### config.mk
export PLATFORM = sky130hd
export DESIGN_NAME = spi_flash_config_loader
export DESIGN_NICKNAME = d
export VERILOG_FILES = /design/src/rtl/cfg_loader_pkg.sv /design/src/rtl/spi_byte_shifter.sv /design/src/rtl/spi_flash_config_loader.sv
export SDC_FILE = /design/constraint.sdc
export NUM_CORES = 1
export LEC_CHECK = 0
export ABC_CLOCK_PERIOD_IN_PS = 6200
export BUFFER_PORTS_ARGS = -buffer_cell sky130_fd_sc_hd__buf_2
export CELL_PAD_IN_SITES_DETAIL_PLACEMENT = 1
export CELL_PAD_IN_SITES_GLOBAL_PLACEMENT = 1
export CORE_AREA = 2 2 157 159
export CTS_CLUSTER_SIZE = 40
export DETAILED_ROUTE_END_ITERATION = 12
export DIE_AREA = 0 0 159 161
export GPL_TIMING_DRIVEN = 0
export PLACE_DENSITY = 0.71
export SLEW_MARGIN = 20
export SYNTH_ARGS = -nofsm -noshare
export SYNTH_HDL_FRONTEND = slang
export SYNTH_HIERARCHICAL = 1
export SYNTH_SLANG_ARGS = --single-unit
### constraint.sdc
create_clock -name i_core_clk -period 6.2 [get_ports i_core_clk]
set_input_delay 1.24 -clock i_core_clk [delete_from_list [all_inputs] [get_ports i_core_clk]]
set_output_delay 1.24 -clock i_core_clk [all_outputs]
set_load 0.01 [all_outputs]
### src/rtl/cfg_loader_pkg.sv
/*
 * Shared constants and types for the serial flash configuration loader.
 * Assumes a 200 MHz core clock; no other package is needed.
 */
package cfg_loader_pkg;

	// ****************************************************************
	// Timing
	// ****************************************************************
	localparam int CORE_CLK_MHZ = 200;
	// Least clear pulse time in ns; the pulse is held for at least this
	localparam int CLEAR_PULSE_MIN_TIME_NS = 500;
	localparam int CLEAR_PULSE_CYCLES =
		(CLEAR_PULSE_MIN_TIME_NS * CORE_CLK_MHZ + 999) / 1000 + 1;
	// Serial clock divider; each half period lasts this value plus one core cycles
	localparam logic [7:0] SCLK_HALF_DIV_RST = 8'h04;
	// Settle time after transfer before status is judged, in cycles
	localparam int STATUS_SETTLE_CYCLES = 64;

	// ****************************************************************
	// Flash command and header
	// ****************************************************************
	localparam logic [7:0] FLASH_READ_CMD = 8'h03;
	localparam int HEADER_BYTES = 4;

	// ****************************************************************
	// Types
	// ****************************************************************
	typedef enum logic [3:0] {
		ST_IDLE    = 4'b0000,
		ST_SETUP   = 4'b0001,
		ST_CLEAR   = 4'b0010,
		ST_WAIT_IN = 4'b0011,
		ST_XFER    = 4'b0100,
		ST_SETTLE  = 4'b0101,
		ST_CHECK   = 4'b0110,
		ST_DONE    = 4'b0111,
		ST_FAIL    = 4'b1000
	} load_state_t;

	// Image selection handed to the loader
	typedef struct packed {
		logic [23:0] latest_addr;
		logic [23:0] golden_addr;
		logic [31:0] byte_count;
	} image_desc_t;

	// Serial bus pins driven by the controller
	typedef struct packed {
		logic sclk;
		logic cs_n;
		logic mosi;
	} spi_pins_t;

endpackage

### src/rtl/spi_byte_shifter.sv
/*
 * Single-bit SPI mode 0 byte shifter with a programmable clock divider.
 * Assumes the caller holds chip select and feeds a new byte on o_ready.
 */
`timescale 1ns/1ps
module spi_byte_shifter (
	input wire logic i_core_clk,
	input wire logic i_rst_n,
	input wire logic [7:0] i_half_div,
	input wire logic i_valid,
	input wire logic [7:0] i_byte,
	output logic o_ready,
	output logic o_sclk,
	output logic o_mosi
);
	import cfg_loader_pkg::*;

	logic [7:0] div_q, div_d;
	logic [2:0] bit_q, bit_d;
	logic [7:0] sh_q, sh_d;
	logic busy_q, busy_d;
	logic sclk_q, sclk_d;

	// Ready whenever no byte is in flight; chained bytes stretch the low phase by one core cycle
	assign o_ready = !busy_q;
	assign o_sclk = sclk_q;
	assign o_mosi = sh_q[7];

	// ****************************************************************
	// Shift engine
	// ****************************************************************
	// Clock idles low; data changes on the falling edge
	always_comb begin
		div_d = div_q;
		bit_d = bit_q;
		sh_d = sh_q;
		busy_d = busy_q;
		sclk_d = sclk_q;
		if (!busy_q) begin
			if (i_valid) begin
				sh_d = i_byte; // MSB first
				busy_d = 1'b1;
				bit_d = 3'h0;
				div_d = i_half_div;
			end
		end else if (div_q != 8'h00) begin
			div_d = div_q - 8'h01;
		end else begin
			div_d = i_half_div;
			sclk_d = !sclk_q;
			if (sclk_q) begin
				// Falling edge launches next bit
				sh_d = {sh_q[6:0], 1'b0};
				bit_d = bit_q + 3'h1;
				if (bit_q == 3'h7) begin
					busy_d = 1'b0;
				end
			end
		end
	end

	always_ff @(posedge i_core_clk or negedge i_rst_n) begin
		if (!i_rst_n) begin
			div_q <= 8'h00;
			bit_q <= 3'h0;
			sh_q <= 8'h00;
			busy_q <= 1'b0;
			sclk_q <= 1'b0;
		end else begin
			div_q <= div_d;
			bit_q <= bit_d;
			sh_q <= sh_d;
			busy_q <= busy_d;
			sclk_q <= sclk_d;
		end
	end
endmodule

### src/rtl/spi_flash_config_loader.sv
/*
 * Controller that loads a target logic device from a serial flash over a
 * shared SPI bus, trying the latest image first and the golden one after.
 * Assumes the target snoops the flash data line and serial clock, and that
 * its init and done status pins arrive asynchronously.
 */
`timescale 1ns/1ps
module spi_flash_config_loader (
	input wire logic i_core_clk,
	input wire logic i_resetn,
	input wire logic i_start,
	input wire cfg_loader_pkg::image_desc_t i_image,
	input wire logic [7:0] i_sclk_half_div,
	input wire logic i_init_status,
	input wire logic i_done_status,
	output cfg_loader_pkg::spi_pins_t o_spi,
	output logic o_clear_n,
	output logic o_busy,
	output logic o_success,
	output logic o_used_golden,
	output logic o_failed
);
	import cfg_loader_pkg::*;

	// ****************************************************************
	// Reset release and pin synchronisers
	// ****************************************************************
	logic rst_meta_q, rst_n_q;
	logic [1:0] init_sync_q, done_sync_q;
	logic init_s, done_s;

	// Reset asserts at once but releases through two flops
	always_ff @(posedge i_core_clk or negedge i_resetn) begin
		if (!i_resetn) begin
			rst_meta_q <= 1'b0;
			rst_n_q <= 1'b0;
		end else begin
			rst_meta_q <= 1'b1;
			rst_n_q <= rst_meta_q;
		end
	end

	// Status pins are asynchronous; only the second flop is read
	always_ff @(posedge i_core_clk or negedge rst_n_q) begin
		if (!rst_n_q) begin
			init_sync_q <= 2'b00;
			done_sync_q <= 2'b00;
		end else begin
			init_sync_q <= {init_sync_q[0], i_init_status};
			done_sync_q <= {done_sync_q[0], i_done_status};
		end
	end
	assign init_s = init_sync_q[1];
	assign done_s = done_sync_q[1];

	// ****************************************************************
	// Sequencer state
	// ****************************************************************
	load_state_t st_q, st_d;
	logic [31:0] cnt_q, cnt_d;
	logic [31:0] sent_q, sent_d;
	logic golden_q, golden_d;
	logic [7:0] div_q, div_d;
	logic cs_n_q, cs_n_d;
	logic clear_n_q, clear_n_d;
	logic success_q, success_d;
	logic failed_q, failed_d;
	image_desc_t img_q, img_d;
	logic tx_valid, tx_ready, tx_sclk, tx_mosi;
	logic [7:0] tx_byte;
	logic [23:0] cur_addr;

	// Header byte for a given position, filler of zeros afterwards
	function automatic logic [7:0] header_byte(input logic [31:0] idx,
		input logic [23:0] addr);
		logic [7:0] b;
		b = 8'h00; // Filler is ignored by the flash
		unique case (idx)
			32'h0: b = FLASH_READ_CMD;
			32'h1: b = addr[23:16];
			32'h2: b = addr[15:8];
			32'h3: b = addr[7:0];
			default: b = 8'h00;
		endcase
		return b;
	endfunction

	assign cur_addr = golden_q ? img_q.golden_addr : img_q.latest_addr;
	assign tx_byte = header_byte(sent_q, cur_addr);
	assign tx_valid = (st_q == ST_XFER) && (sent_q < img_q.byte_count);

	// Next-state logic for the load sequence
	always_comb begin
		st_d = st_q;
		cnt_d = cnt_q;
		sent_d = sent_q;
		golden_d = golden_q;
		div_d = div_q;
		cs_n_d = cs_n_q;
		clear_n_d = clear_n_q;
		success_d = success_q;
		failed_d = failed_q;
		img_d = img_q;
		unique case (st_q)
			ST_IDLE: begin
				if (i_start) begin
					img_d = i_image;
					golden_d = 1'b0; // Latest image first
					success_d = 1'b0;
					failed_d = 1'b0;
					st_d = ST_SETUP;
				end
			end
			ST_SETUP: begin
				// Divider latched and clear pulse started up front
				div_d = (i_sclk_half_div == 8'h00) ? 8'h01 : i_sclk_half_div;
				clear_n_d = 1'b0;
				cnt_d = 32'h0;
				st_d = ST_CLEAR;
			end
			ST_CLEAR: begin
				cnt_d = cnt_q + 32'h1;
				if (cnt_q >= 32'(CLEAR_PULSE_CYCLES)) begin
					clear_n_d = 1'b1;
					st_d = ST_WAIT_IN;
				end
			end
			ST_WAIT_IN: begin
				// Wait for memory clearing to finish
				if (init_s) begin
					sent_d = 32'h0;
					cs_n_d = 1'b0;
					st_d = ST_XFER;
				end
			end
			ST_XFER: begin
				// One continuous read, select held low and
				if (tx_valid && tx_ready) begin
					sent_d = sent_q + 32'h1;
				end
				// Stop only after full byte count
				if (!tx_valid && tx_ready) begin
					cs_n_d = 1'b1;
					cnt_d = 32'h0;
					st_d = ST_SETTLE;
				end
			end
			ST_SETTLE: begin
				cnt_d = cnt_q + 32'h1;
				if (cnt_q >= 32'(STATUS_SETTLE_CYCLES)) begin
					st_d = ST_CHECK;
				end
			end
			ST_CHECK: begin
				if (init_s && done_s) begin
					success_d = 1'b1;
					st_d = ST_DONE;
				end else if (!golden_q) begin
					golden_d = 1'b1; // Fall back to golden
					st_d = ST_SETUP;
				end else begin
					failed_d = 1'b1;
					st_d = ST_FAIL;
				end
			end
			ST_DONE, ST_FAIL: begin
				if (i_start) begin
					st_d = ST_IDLE;
				end
			end
			default: st_d = ST_IDLE;
		endcase
	end

	always_ff @(posedge i_core_clk or negedge rst_n_q) begin
		if (!rst_n_q) begin
			st_q <= ST_IDLE;
			cnt_q <= 32'h0;
			sent_q <= 32'h0;
			golden_q <= 1'b0;
			div_q <= SCLK_HALF_DIV_RST;
			cs_n_q <= 1'b1;
			clear_n_q <= 1'b1;
			success_q <= 1'b0;
			failed_q <= 1'b0;
			img_q <= '0;
		end else begin
			st_q <= st_d;
			cnt_q <= cnt_d;
			sent_q <= sent_d;
			golden_q <= golden_d;
			div_q <= div_d;
			cs_n_q <= cs_n_d;
			clear_n_q <= clear_n_d;
			success_q <= success_d;
			failed_q <= failed_d;
			img_q <= img_d;
		end
	end

	// ****************************************************************
	// Single-bit shifter
	// ****************************************************************
	// Only one data line is used; the target watches that line and the serial clock
	spi_byte_shifter u_shift (
		.i_core_clk(i_core_clk),
		.i_rst_n(rst_n_q),
		.i_half_div(div_q),
		.i_valid(tx_valid),
		.i_byte(tx_byte),
		.o_ready(tx_ready),
		.o_sclk(tx_sclk),
		.o_mosi(tx_mosi)
	);

	assign o_spi.sclk = tx_sclk;
	assign o_spi.cs_n = cs_n_q;
	assign o_spi.mosi = tx_mosi;
	assign o_clear_n = clear_n_q;
	assign o_busy = (st_q != ST_IDLE) && (st_q != ST_DONE) &&
		(st_q != ST_FAIL);
	assign o_success = success_q;
	assign o_used_golden = golden_q;
	assign o_failed = failed_q;
endmodule
* Word-level counts from Yosys, hierarchy flattened *
Cells that the tools add are included.

storage, ports and cells
  register bits = 188
  output and inout port bits = 8

operators by class
  add/sub/neg operators = 4
  $lt $le $gt $ge = 3
  equality and inequality tests = 26
  muxes and demuxes = 46
  bitwise gates (word level) = 1
  reduce and logical (&&, ||, !) cells = 32

operator list
  operator                                                                 number
  32-bit 2-to-1 mux                                                        3
  32-bit case mux with 3 select lines                                      1
  32-bit by 1-bit adder with 32-bit output (second input constant)         2
  32-bit by 2-bit == test with 1-bit output (second input constant)        2
  32-bit by 7-bit >= comparator with 1-bit output (second input constant)  2
  8-bit 2-to-1 mux                                                         8
  32-bit case mux with 2 select lines                                      1
  32-bit by 1-bit == test with 1-bit output (second input constant)        1
  32-bit logical NOT                                                       1
  32-bit < comparator                                                      1
  4-bit 2-to-1 mux                                                         8
  4-bit case mux with 8 select lines                                       1
  8-bit case mux with 4 select lines                                       1
  24-bit 2-to-1 mux                                                        1
  2-bit != test (second input constant)                                    10
  4-bit by 3-bit == test with 1-bit output (second input constant)         4
  3-bit AND reduction                                                      5
  1-bit 2-to-1 mux                                                         13
  3-bit 2-to-1 mux                                                         4
  1-bit case mux with 2 select lines                                       5
  4-bit by 2-bit == test with 1-bit output (second input constant)         2
  8-bit logical NOT                                                        1
  2-bit AND reduction                                                      4
  2-bit nonzero test                                                       4
  other kinds (18)                                                         27

* Logic depth before layout (Yosys ltp) *
Gate-level depths: netlist (run 1).

  depth in word-level cells = 6
  depth in mapped cells = 12
  gate-level depth less buffers = 12

* Hierarchy *
Netlist (run 1), hierarchy kept.

by module, submodules not included
  module                   instances  cells each  area each (um2)  sequential area each (um2)
  spi_flash_config_loader  1          894         8897.3           4182.8
  spi_byte_shifter         1          143         1278.7           525.5

* Worst setup path after synthesis (run 1) *
OpenSTA, ideal clock, no wires.

  kind = register -> register
  start = reg st_q[3]
  end = reg u_shift.div_q[3]
  setup time = 140 ps
  arrival = 2747 ps
  required time = 6060 ps
  setup slack = 3314 ps
  stages on the path, launching flop included = 13
  period minus slack after synthesis = 2886 ps
  cell sequence = dfrtp_1 > buf_6 > or2_4 > or3_1 > buf_2 > a2111oi_4 > o211ai_1 > or2_2 > inv_2 > buf_2 > buf_1 > mux2i_1 > o32ai_1

between the ends
  longest elaborated chain between the ends = 3

ends and longest elaborated chain
  element                                   line                            text
  from (decl)                               spi_flash_config_loader.sv:59   load_state_t st_q, st_d;
  from (signal assigned)                    spi_flash_config_loader.sv:188  st_q <= st_d;
  4-bit by 3-bit == test with 1-bit output  spi_flash_config_loader.sv:90   assign tx_valid = (st_q == ST_XFER) && (sent_q < img_q.byte_count);
  1-bit logical AND                         spi_flash_config_loader.sv:90
  via tx_valid                              spi_flash_config_loader.sv:69   logic tx_valid, tx_ready, tx_sclk, tx_mosi;
  2-bit nonzero test (no source line)       -
  to (signal assigned)                      spi_byte_shifter.sv:70          div_q <= div_d;
  to (decl)                                 spi_byte_shifter.sv:18          logic [7:0] div_q, div_d;

The timed path passes the listed nets, and every way through them passes these cells.
A chain may end at the register's enable or synchronous reset.

* Worst setup path after layout (run 1) *
  start = reg sent_q[1]
  end = reg u_shift.div_q[3]

between the ends
  longest elaborated chain between the ends = 3

ends and longest elaborated chain
  element                              line                            text
  from (decl)                          spi_flash_config_loader.sv:61   logic [31:0] sent_q, sent_d;
  from (signal assigned)               spi_flash_config_loader.sv:190  sent_q <= sent_d;
  32-bit < comparator                  spi_flash_config_loader.sv:90
  1-bit logical AND                    spi_flash_config_loader.sv:90
  via tx_valid                         spi_flash_config_loader.sv:69
  2-bit nonzero test (no source line)  -

The timed path passes the listed nets, and every way through them passes these cells.

==> results of run 1 <==
==> critical path, delay by kind of cell (launching register included) <==
kind	cells	cell delay (ns)
AO/OA/AOI/OAI	4	1.15
buffers and inverters	3	1.02
flip-flops	1	0.45
AND/OR/NAND/NOR	1	0.35
adder cells (fa/ha/maj)	1	0.32
multiplexers	1	0.28
==> per-layer routing <==
metal	GRT usage (%)	wire (microns)	up-vias
li1	-	-	4036
met4	7.60	601	2
met3	3.90	1090	36
met1	31.0	13300	4287
met2	37.6	13500	156
met5	0	13	-
==> sequential cells by signal, summed over array words and instances (netlist names), 2 cells and up <==
name	flops
u_shift/sh_q	8
cnt_q	32
img_q	80
st_q	4
sent_q	32
done_sync_q	2
div_q	8
u_shift/bit_q	3
init_sync_q	2
u_shift/div_q	8
==> synth_stat cells, types with 10 or more instances <==
library cell | number | area [sq um]
a211oi_1 | 12 | 90.1
a21oi_1 | 46 | 230
a22oi_1 | 10 | 75.1
a31oi_1 | 29 | 181
and2_1 | 16 | 100
and3_1 | 25 | 156
and4_1 | 10 | 87.6
clkbuf_1 | 33 | 124
dfrtp_1 | 185 | 4630
ha_1 | 43 | 538
inv_1 | 48 | 180
mux2_2 | 77 | 867
mux2i_1 | 12 | 120
nand2_1 | 118 | 443
nand3_1 | 35 | 175
nand4_1 | 19 | 119
nor2_1 | 43 | 161
nor2b_1 | 10 | 62.6
nor3_1 | 21 | 105
nor4_1 | 18 | 113
o21ai_0 | 92 | 460
==> final cells by class <==
cell class	count	area, sq um
Clock buffer	17	425
Clock inverter	15	181
Sequential cell	188	4710
Tap cell	324	405
Fill cell	2789	12200
Multi-Input combinational cell	744	5030
Inverter	50	188
Buffer	55	259
Antenna cell	1	2.50
Timing Repair Buffer	104	581
==> power by group through the flow <==
stage | Combinational (W) | Clock, W | Sequential, W
final | 0.00183 | 0.00114 | 0.00187
after global routing | 0.00205 | 0.00121 | 0.00192
after CTS | 0.00185 | 0.00116 | 0.00187
after detailed placement | 0.00183 | 0 | 0.00189
after global placement | 0.00174 | 0 | 0.00189
after floorplan | 0.00131 | 0 | 0.00183
==> metrics by stage <==
| step | area (sq um) | hold WS [ns] | utilization, % | setup slack [ns] |
|---|---|---|---|---|
| floorplan | 10200 | 0.331 | - | 0.579 |
| global placement | 11100 | 0.334 | 46.2 | -2.03 |
| detailed placement | 11200 | 0.336 | 46.6 | 2.61 |
| CTS | 11800 | 0.355 | 49.1 | 2.55 |
| global route | 11800 | 0.367 | 49.2 | 2.30 |
| finish | 11800 | 0.353 | 49.2 | 2.48 |
==> final timing paths <==
kind                                          start                           end  slack [ns]  cells past startpoint
max                           sent_q[1]$_DFFE_PN0P_  u_shift/div_q[3]$_DFFE_PN0P_        2.48                     10
min                        init_sync_q[0]$_DFF_PN0_      init_sync_q[1]$_DFF_PN0_        0.35                      0
max reg2reg                   sent_q[1]$_DFFE_PN0P_  u_shift/div_q[3]$_DFFE_PN0P_        2.48                     10
min reg2reg                init_sync_q[0]$_DFF_PN0_      init_sync_q[1]$_DFF_PN0_        0.35                      0
max in group asynchronous         rst_n_q$_DFF_PN0_        sent_q[15]$_DFFE_PN0P_        4.67                      3
min in group asynchronous         rst_n_q$_DFF_PN0_          cnt_q[4]$_DFFE_PN0P_        0.36                      0
==> logic make-up (layout without fill, tap and decap cells) <==
logic type / after synthesis / after routing
adder cells (fa/ha/maj): 43 / 43
buffers and inverters: 105 / 241
AO/OA/AOI/OAI: 259 / 259
flip-flops: 188 / 188
AND/OR/NAND/NOR: 345 / 345
XOR/XNOR: 7 / 7
other: 1 / 2
multiplexers: 89 / 89
==> run_results.csv, run 1 <==
group,metric,value,unit
placed_design,io_buffers,100,
cts,cts_root_buffer,"clkbuf_16",
sta,fin_crit,3.72,ns
global_route,grt_max_degree,47,
finish,final_common_cell,"dfrtp_1",
synthesis,seq_area_frac_synth,46.3,%
finish,syn_to_final_growth,15.8,%
routing,wl_per_cell,19.0,microns
sta,tns,0,ns
routing,routed_wl,28500,microns
sta,hold_viol,0,
cts,cts.sinks,188,
power,leakagePower,5.24,nW
cts,hold_buffers,0,
global_route,antenna_found_initial,3,
cts,cts.path.max_buffers,2,
sta,slew_headroom,49.0,%
synthesis,ys_ff_latch,188,
critical_path,critical_path_arrival,4.02,ns
floorplan,die_w,159,microns
power,seqPwrFrac,38.6,%
synthesis,synth-main-ff-cell,"dfrtp_1",
power,clock_power_share,23.5,%
synthesis,synth.area.mux_share,9.70,%
finish,final-instance-count-excl-fill,1498,
routing,drtPass1Iterations,4,
status,outcome,"completed",
critical_path,crit_chain,"ha_1, a2111oi_0, o311a_1, a21oi_1, or2_2, inv_2, buf_2, buf_1, mux2i_1, o32ai_1",
power,p_int,0.00295,W
cts,htree_levels,4,
cts,cts-resized-gates,0,
synthesis,yosysWarningCount,6,
placed_design,gp_congestion,0.781,
synthesis,avgSynthCellArea,9.81,sq um
power,p_switching,0.00189,W
critical_path,slowest_stage,"a2111oi_0",
sta,final-setup-viol-count,0,
floorplan,start_util,42.5,%
run,drv_cap,0,
synthesis,synthSimpleGateAreaFrac,17.5,%
power,switching_share,39.1,%
critical_path,critical_path_class,"flop to flop",
cts,cts.clk_slew.worst_paths,0.08,ns
global_route,gr-usage-all-layers,22.9,%
global_route,grt_pass1_wl,47300,microns
finish,nNetsFinal,1296,
floorplan,die_area,25600,sq um
floorplan,fp.coreArea,24000,sq um
routing,drtIter0Drc,362,
routing,drcViolationCount,0,
sta,worst_slew_pin_slew,0.763,ns
power,power,0.00484,W
synthesis,synth_xor_area_share,0.602,%
synthesis,syn_inst,1037,
synthesis,synth.distinct_cells,78,
floorplan,die-height,161,microns
floorplan,io_pins,101,
sta,fin_crit_sh,60.0,%
sta,max_freq,0.269,GHz
critical_path,required,6.50,ns
finish,drive_gt1_share,21.5,%
global_route,grt_pass1_vias,9085,
finish,most-common-layout-cells,"184 x dfrtp_1, 118 x nand2_1, 106 x buf_2",
synthesis,synth_top_family_by_area,"simple AND/OR/NAND/NOR gates",
synthesis,syn_nets,1173,
synthesis,netlist_area,10200,sq um
sta,rsz0062_at_grt,"no",
floorplan,row_count,57,
routing,vias,8517,
routing,via_per_inst,5.69,
placed_design,dpl.hpwl,20700,microns
synthesis,synth_edf_count,0,
synthesis,synthArstFlopShare,100,%
power,ir_drop,0.230,mV
min_path,hp-class,"flop to flop",
cts,cts_post_setup_buffers_inserted,0,
synthesis,synth_compound_area_share,16.2,%
critical_path,start_kind,"flop",
global_route,grt_overflow_total,0,
power,pwr-share-comb,37.8,%
cts,clk_latency,0.45,ns
sta,fin_skew,0.0198,ns
placed_design,dp_cells,1465,
critical_path,max_stage_delay,0.58,ns
routing,ant_nets,0,
cts,cts_tree,"built",
power,p_per_area,410,nW/um^2
synthesis,synthAdderAreaFrac,5.29,%
sta,drv_slew,0,
critical_path,cp-end-kind,"flop",
critical_path,path_max_fanout,10,
cts,cts_buffers,17,
Note: power is estimated with default switching activity, not from simulation.
==> run 2: changes to the inputs <==
- ABC_CLOCK_PERIOD_IN_PS: 6200 -> 3000
- CORE_AREA: 2 2 157 159 -> 2 2 159 161
- DIE_AREA: 0 0 159 161 -> 0 0 161 163
- PLACE_DENSITY: 0.71 -> 0.72
- clock period: 6.2 -> 3 ns (I/O delays scaled with it)
==> run 2 against run 1 <==
The run now ends with negative setup slack left. First-iteration DRC count grew 9.4%. Hold slack got worse by 0.11 ns. Sequential share of layout area down 1.1 points. Non-clock buffer count rose by 16. Final area grew 3.1%. Critical endpoint is now u_shift/div_q[4]$_DFFE_PN0P_.
==> run_results.csv, run 2 (synthesis results as in run 1) <==
group,metric,value,unit
floorplan,die_area,26200,sq um
run,drv_cap,0,
floorplan,row_count,58,
finish,reg_top3,"img_q: 80 flops, cnt_q: 32 flops, sent_q: 32 flops",
finish,nNetsFinal,1313,
finish,syn_to_final_growth,19.3,%
sta,fin_crit,3.01,ns
sta,worst_slew_pin_slew,0.762,ns
routing,drtPass1Iterations,5,
critical_path,worstSetupPathDepth,10,
floorplan,start_util,41.2,%
critical_path,worst_r2r_path_depth,10,
sta,final-setup-viol-count,1,
placed_design,post-place-ws,-0.599,ns
floorplan,fp.coreArea,24700,sq um
sta,fin_skew,0.0189,ns
cts,clk_latency,0.44,ns
cts,cts.clk_slew.worst_paths,0.09,ns
cts,cts_buffers,17,
routing,ant_nets,0,
critical_path,reg2reg_slack,-0.005,ns
finish,largest_register,"img_q",
finish,drive_gt1_share,24.6,%
cts,cts.sinks,188,
global_route,gr-usage-all-layers,22.4,%
critical_path,slowest_stage,"dfrtp_1",
critical_path,critical_path_arrival,3.34,ns
routing,routed_wl,28700,microns
cts,cts.path.max_buffers,2,
floorplan,die_w,161,microns
routing,vias,8582,
critical_path,start_kind,"flop",
finish,utilization,49.2,%
placed_design,dpl.hpwl,20400,microns
floorplan,io_pins,101,
sta,tns,-0.00519,ns
critical_path,crit_buf_inv,1,
placed_design,io_buffers,100,
critical_path,crit_chain,"ha_1, nor2_1, or3_1, o311a_1, a21oi_2, or2_4, inv_6, nor2b_1, a31o_2, a221o_1",
critical_path,required,3.33,ns
cts,htree_levels,4,
finish,largest_register_ffs,80,
power,leakagePower,5.40,nW
power,p_per_area,845,nW/um^2
cts,cts_root_buffer,"clkbuf_16",
sta,hold_viol,0,
status,outcome,"complete, but fails checks",
global_route,grt_max_degree,54,
sta,max_freq,0.333,GHz
power,ir_drop,0.413,mV
finish,most-common-layout-cells,"180 x dfrtp_1, 118 x nand2_1, 104 x buf_2",
critical_path,cp_top_family,"compound AO/OA/AOI/OAI gates",
status,violations,"negative setup slack",
floorplan,die-height,163,microns
critical_path,r2r_start,"sent_q[3]$_DFFE_PN0P_",
critical_path,worstReg2RegEnd,"u_shift/div_q[4]$_DFFE_PN0P_",
finish,final_common_cell,"dfrtp_1",
sta,final.setup.worst_slack,-0.00519,ns
critical_path,path_max_fanout,9,
sta,fin_crit_sh,100,%
critical_path,cp-end-kind,"flop",
global_route,grt_pass1_vias,9005,
placed_design,gp_congestion,0.797,
sta,drv_slew,0,
global_route,antenna_found_initial,1,
critical_path,max_stage_delay,0.47,ns
sta,rsz0062_at_grt,"yes",
min_path,hp-class,"flop to asynchronous set/reset pin",
sta,slew_headroom,49.0,%
cts,cts_tree,"built",
global_route,grt_pass1_wl,47300,microns
critical_path,critical_path_class,"flop to flop",
routing,via_per_inst,5.64,
routing,wl_per_cell,18.9,microns
routing,drtIter0Drc,396,
global_route,grt_overflow_total,0,
routing,drcViolationCount,0,
run 2: cell types whose count changed in the layout (fill, tap and decap cells not counted), sizes merged:
| cell | delta |
|---|---|
| dlygate4sd3 | +1 |
| buf | +15 |
| inv | -1 |
| clkinv | +1 |
| nor3 | +1 |
run 2: power by group:
part	switching (W)	total (W)	internal, W
clock network	0.00125	0.00242	0.00117
registers	0.000498	0.00385	0.00335
logic	0.00228	0.00398	0.00170
run 2: final cells by class:
class / count / area (sq um)
tap: 330 / 413
clock inverter: 15 / 216
buffer: 55 / 305
multi-input combinational: 745 / 5160
timing repair buffer: 120 / 708
sequential: 188 / 4720
fill: 2829 / 12500
antenna: 1 / 2.50
inverter: 50 / 193
clock buffer: 17 / 425
run 2: per-stage QoR:
| stage | total power [W] | hold slack (ns) | area, sq um | cells |
|---|---|---|---|---|
| after detailed placement | 0.00770 | 0.252 | 11200 | 1471 |
| final | 0.0103 | 0.247 | 12100 | 1521 |
| after CTS | 0.0103 | 0.257 | 11900 | 1511 |
| after floorplan | 0.00648 | 0.304 | 10200 | 1037 |
| after global placement | 0.00751 | 0.337 | 11100 | 1467 |
| after global routing | 0.0110 | 0.261 | 12100 | 1520 |
run 2: routing by layer:
metal	GRT usage, %	share of wire, %	up-vias	wire length, microns
met5	0	0	-	0
met4	6.45	2.2	0	621
met3	3.41	3.3	41	942
met2	36.3	47	176	13500
met1	31.2	47	4295	13600
li1	-	-	4070	-
run 2: worst max-delay path by stage:
stage,end,start,slack [ns]
6_report,u_shift/div_q[4]$_DFFE_PN0P_,sent_q[3]$_DFFE_PN0P_,-0.005
5_1_grt,sent_q[10]$_DFFE_PN0P_,st_q[3]$_DFFE_PN0P_,-0.09
4_1_cts,u_shift/div_q[3]$_DFFE_PN0P_,st_q[3]$_DFFE_PN0P_,0.008
3_5_place_dp,u_shift/div_q[3]$_DFFE_PN0P_,sent_q[1]$_DFFE_PN0P_,-0.60
3_3_place_gp,u_shift/div_q[3]$_DFFE_PN0P_,sent_q[1]$_DFFE_PN0P_,-0.58
2_1_floorplan,u_shift/div_q[3]$_DFFE_PN0P_,st_q[3]$_DFFE_PN0P_,0.11
run 2: repair_timing:
item,4_1_cts,5_1_grt
cloned,0,2
endpoints found under the hold margin,2,0
pin swaps,7,4
endpoints found under the setup margin,62,86
hold buffers,1,0
gates resized for setup,21,33
buffers inserted,7,7
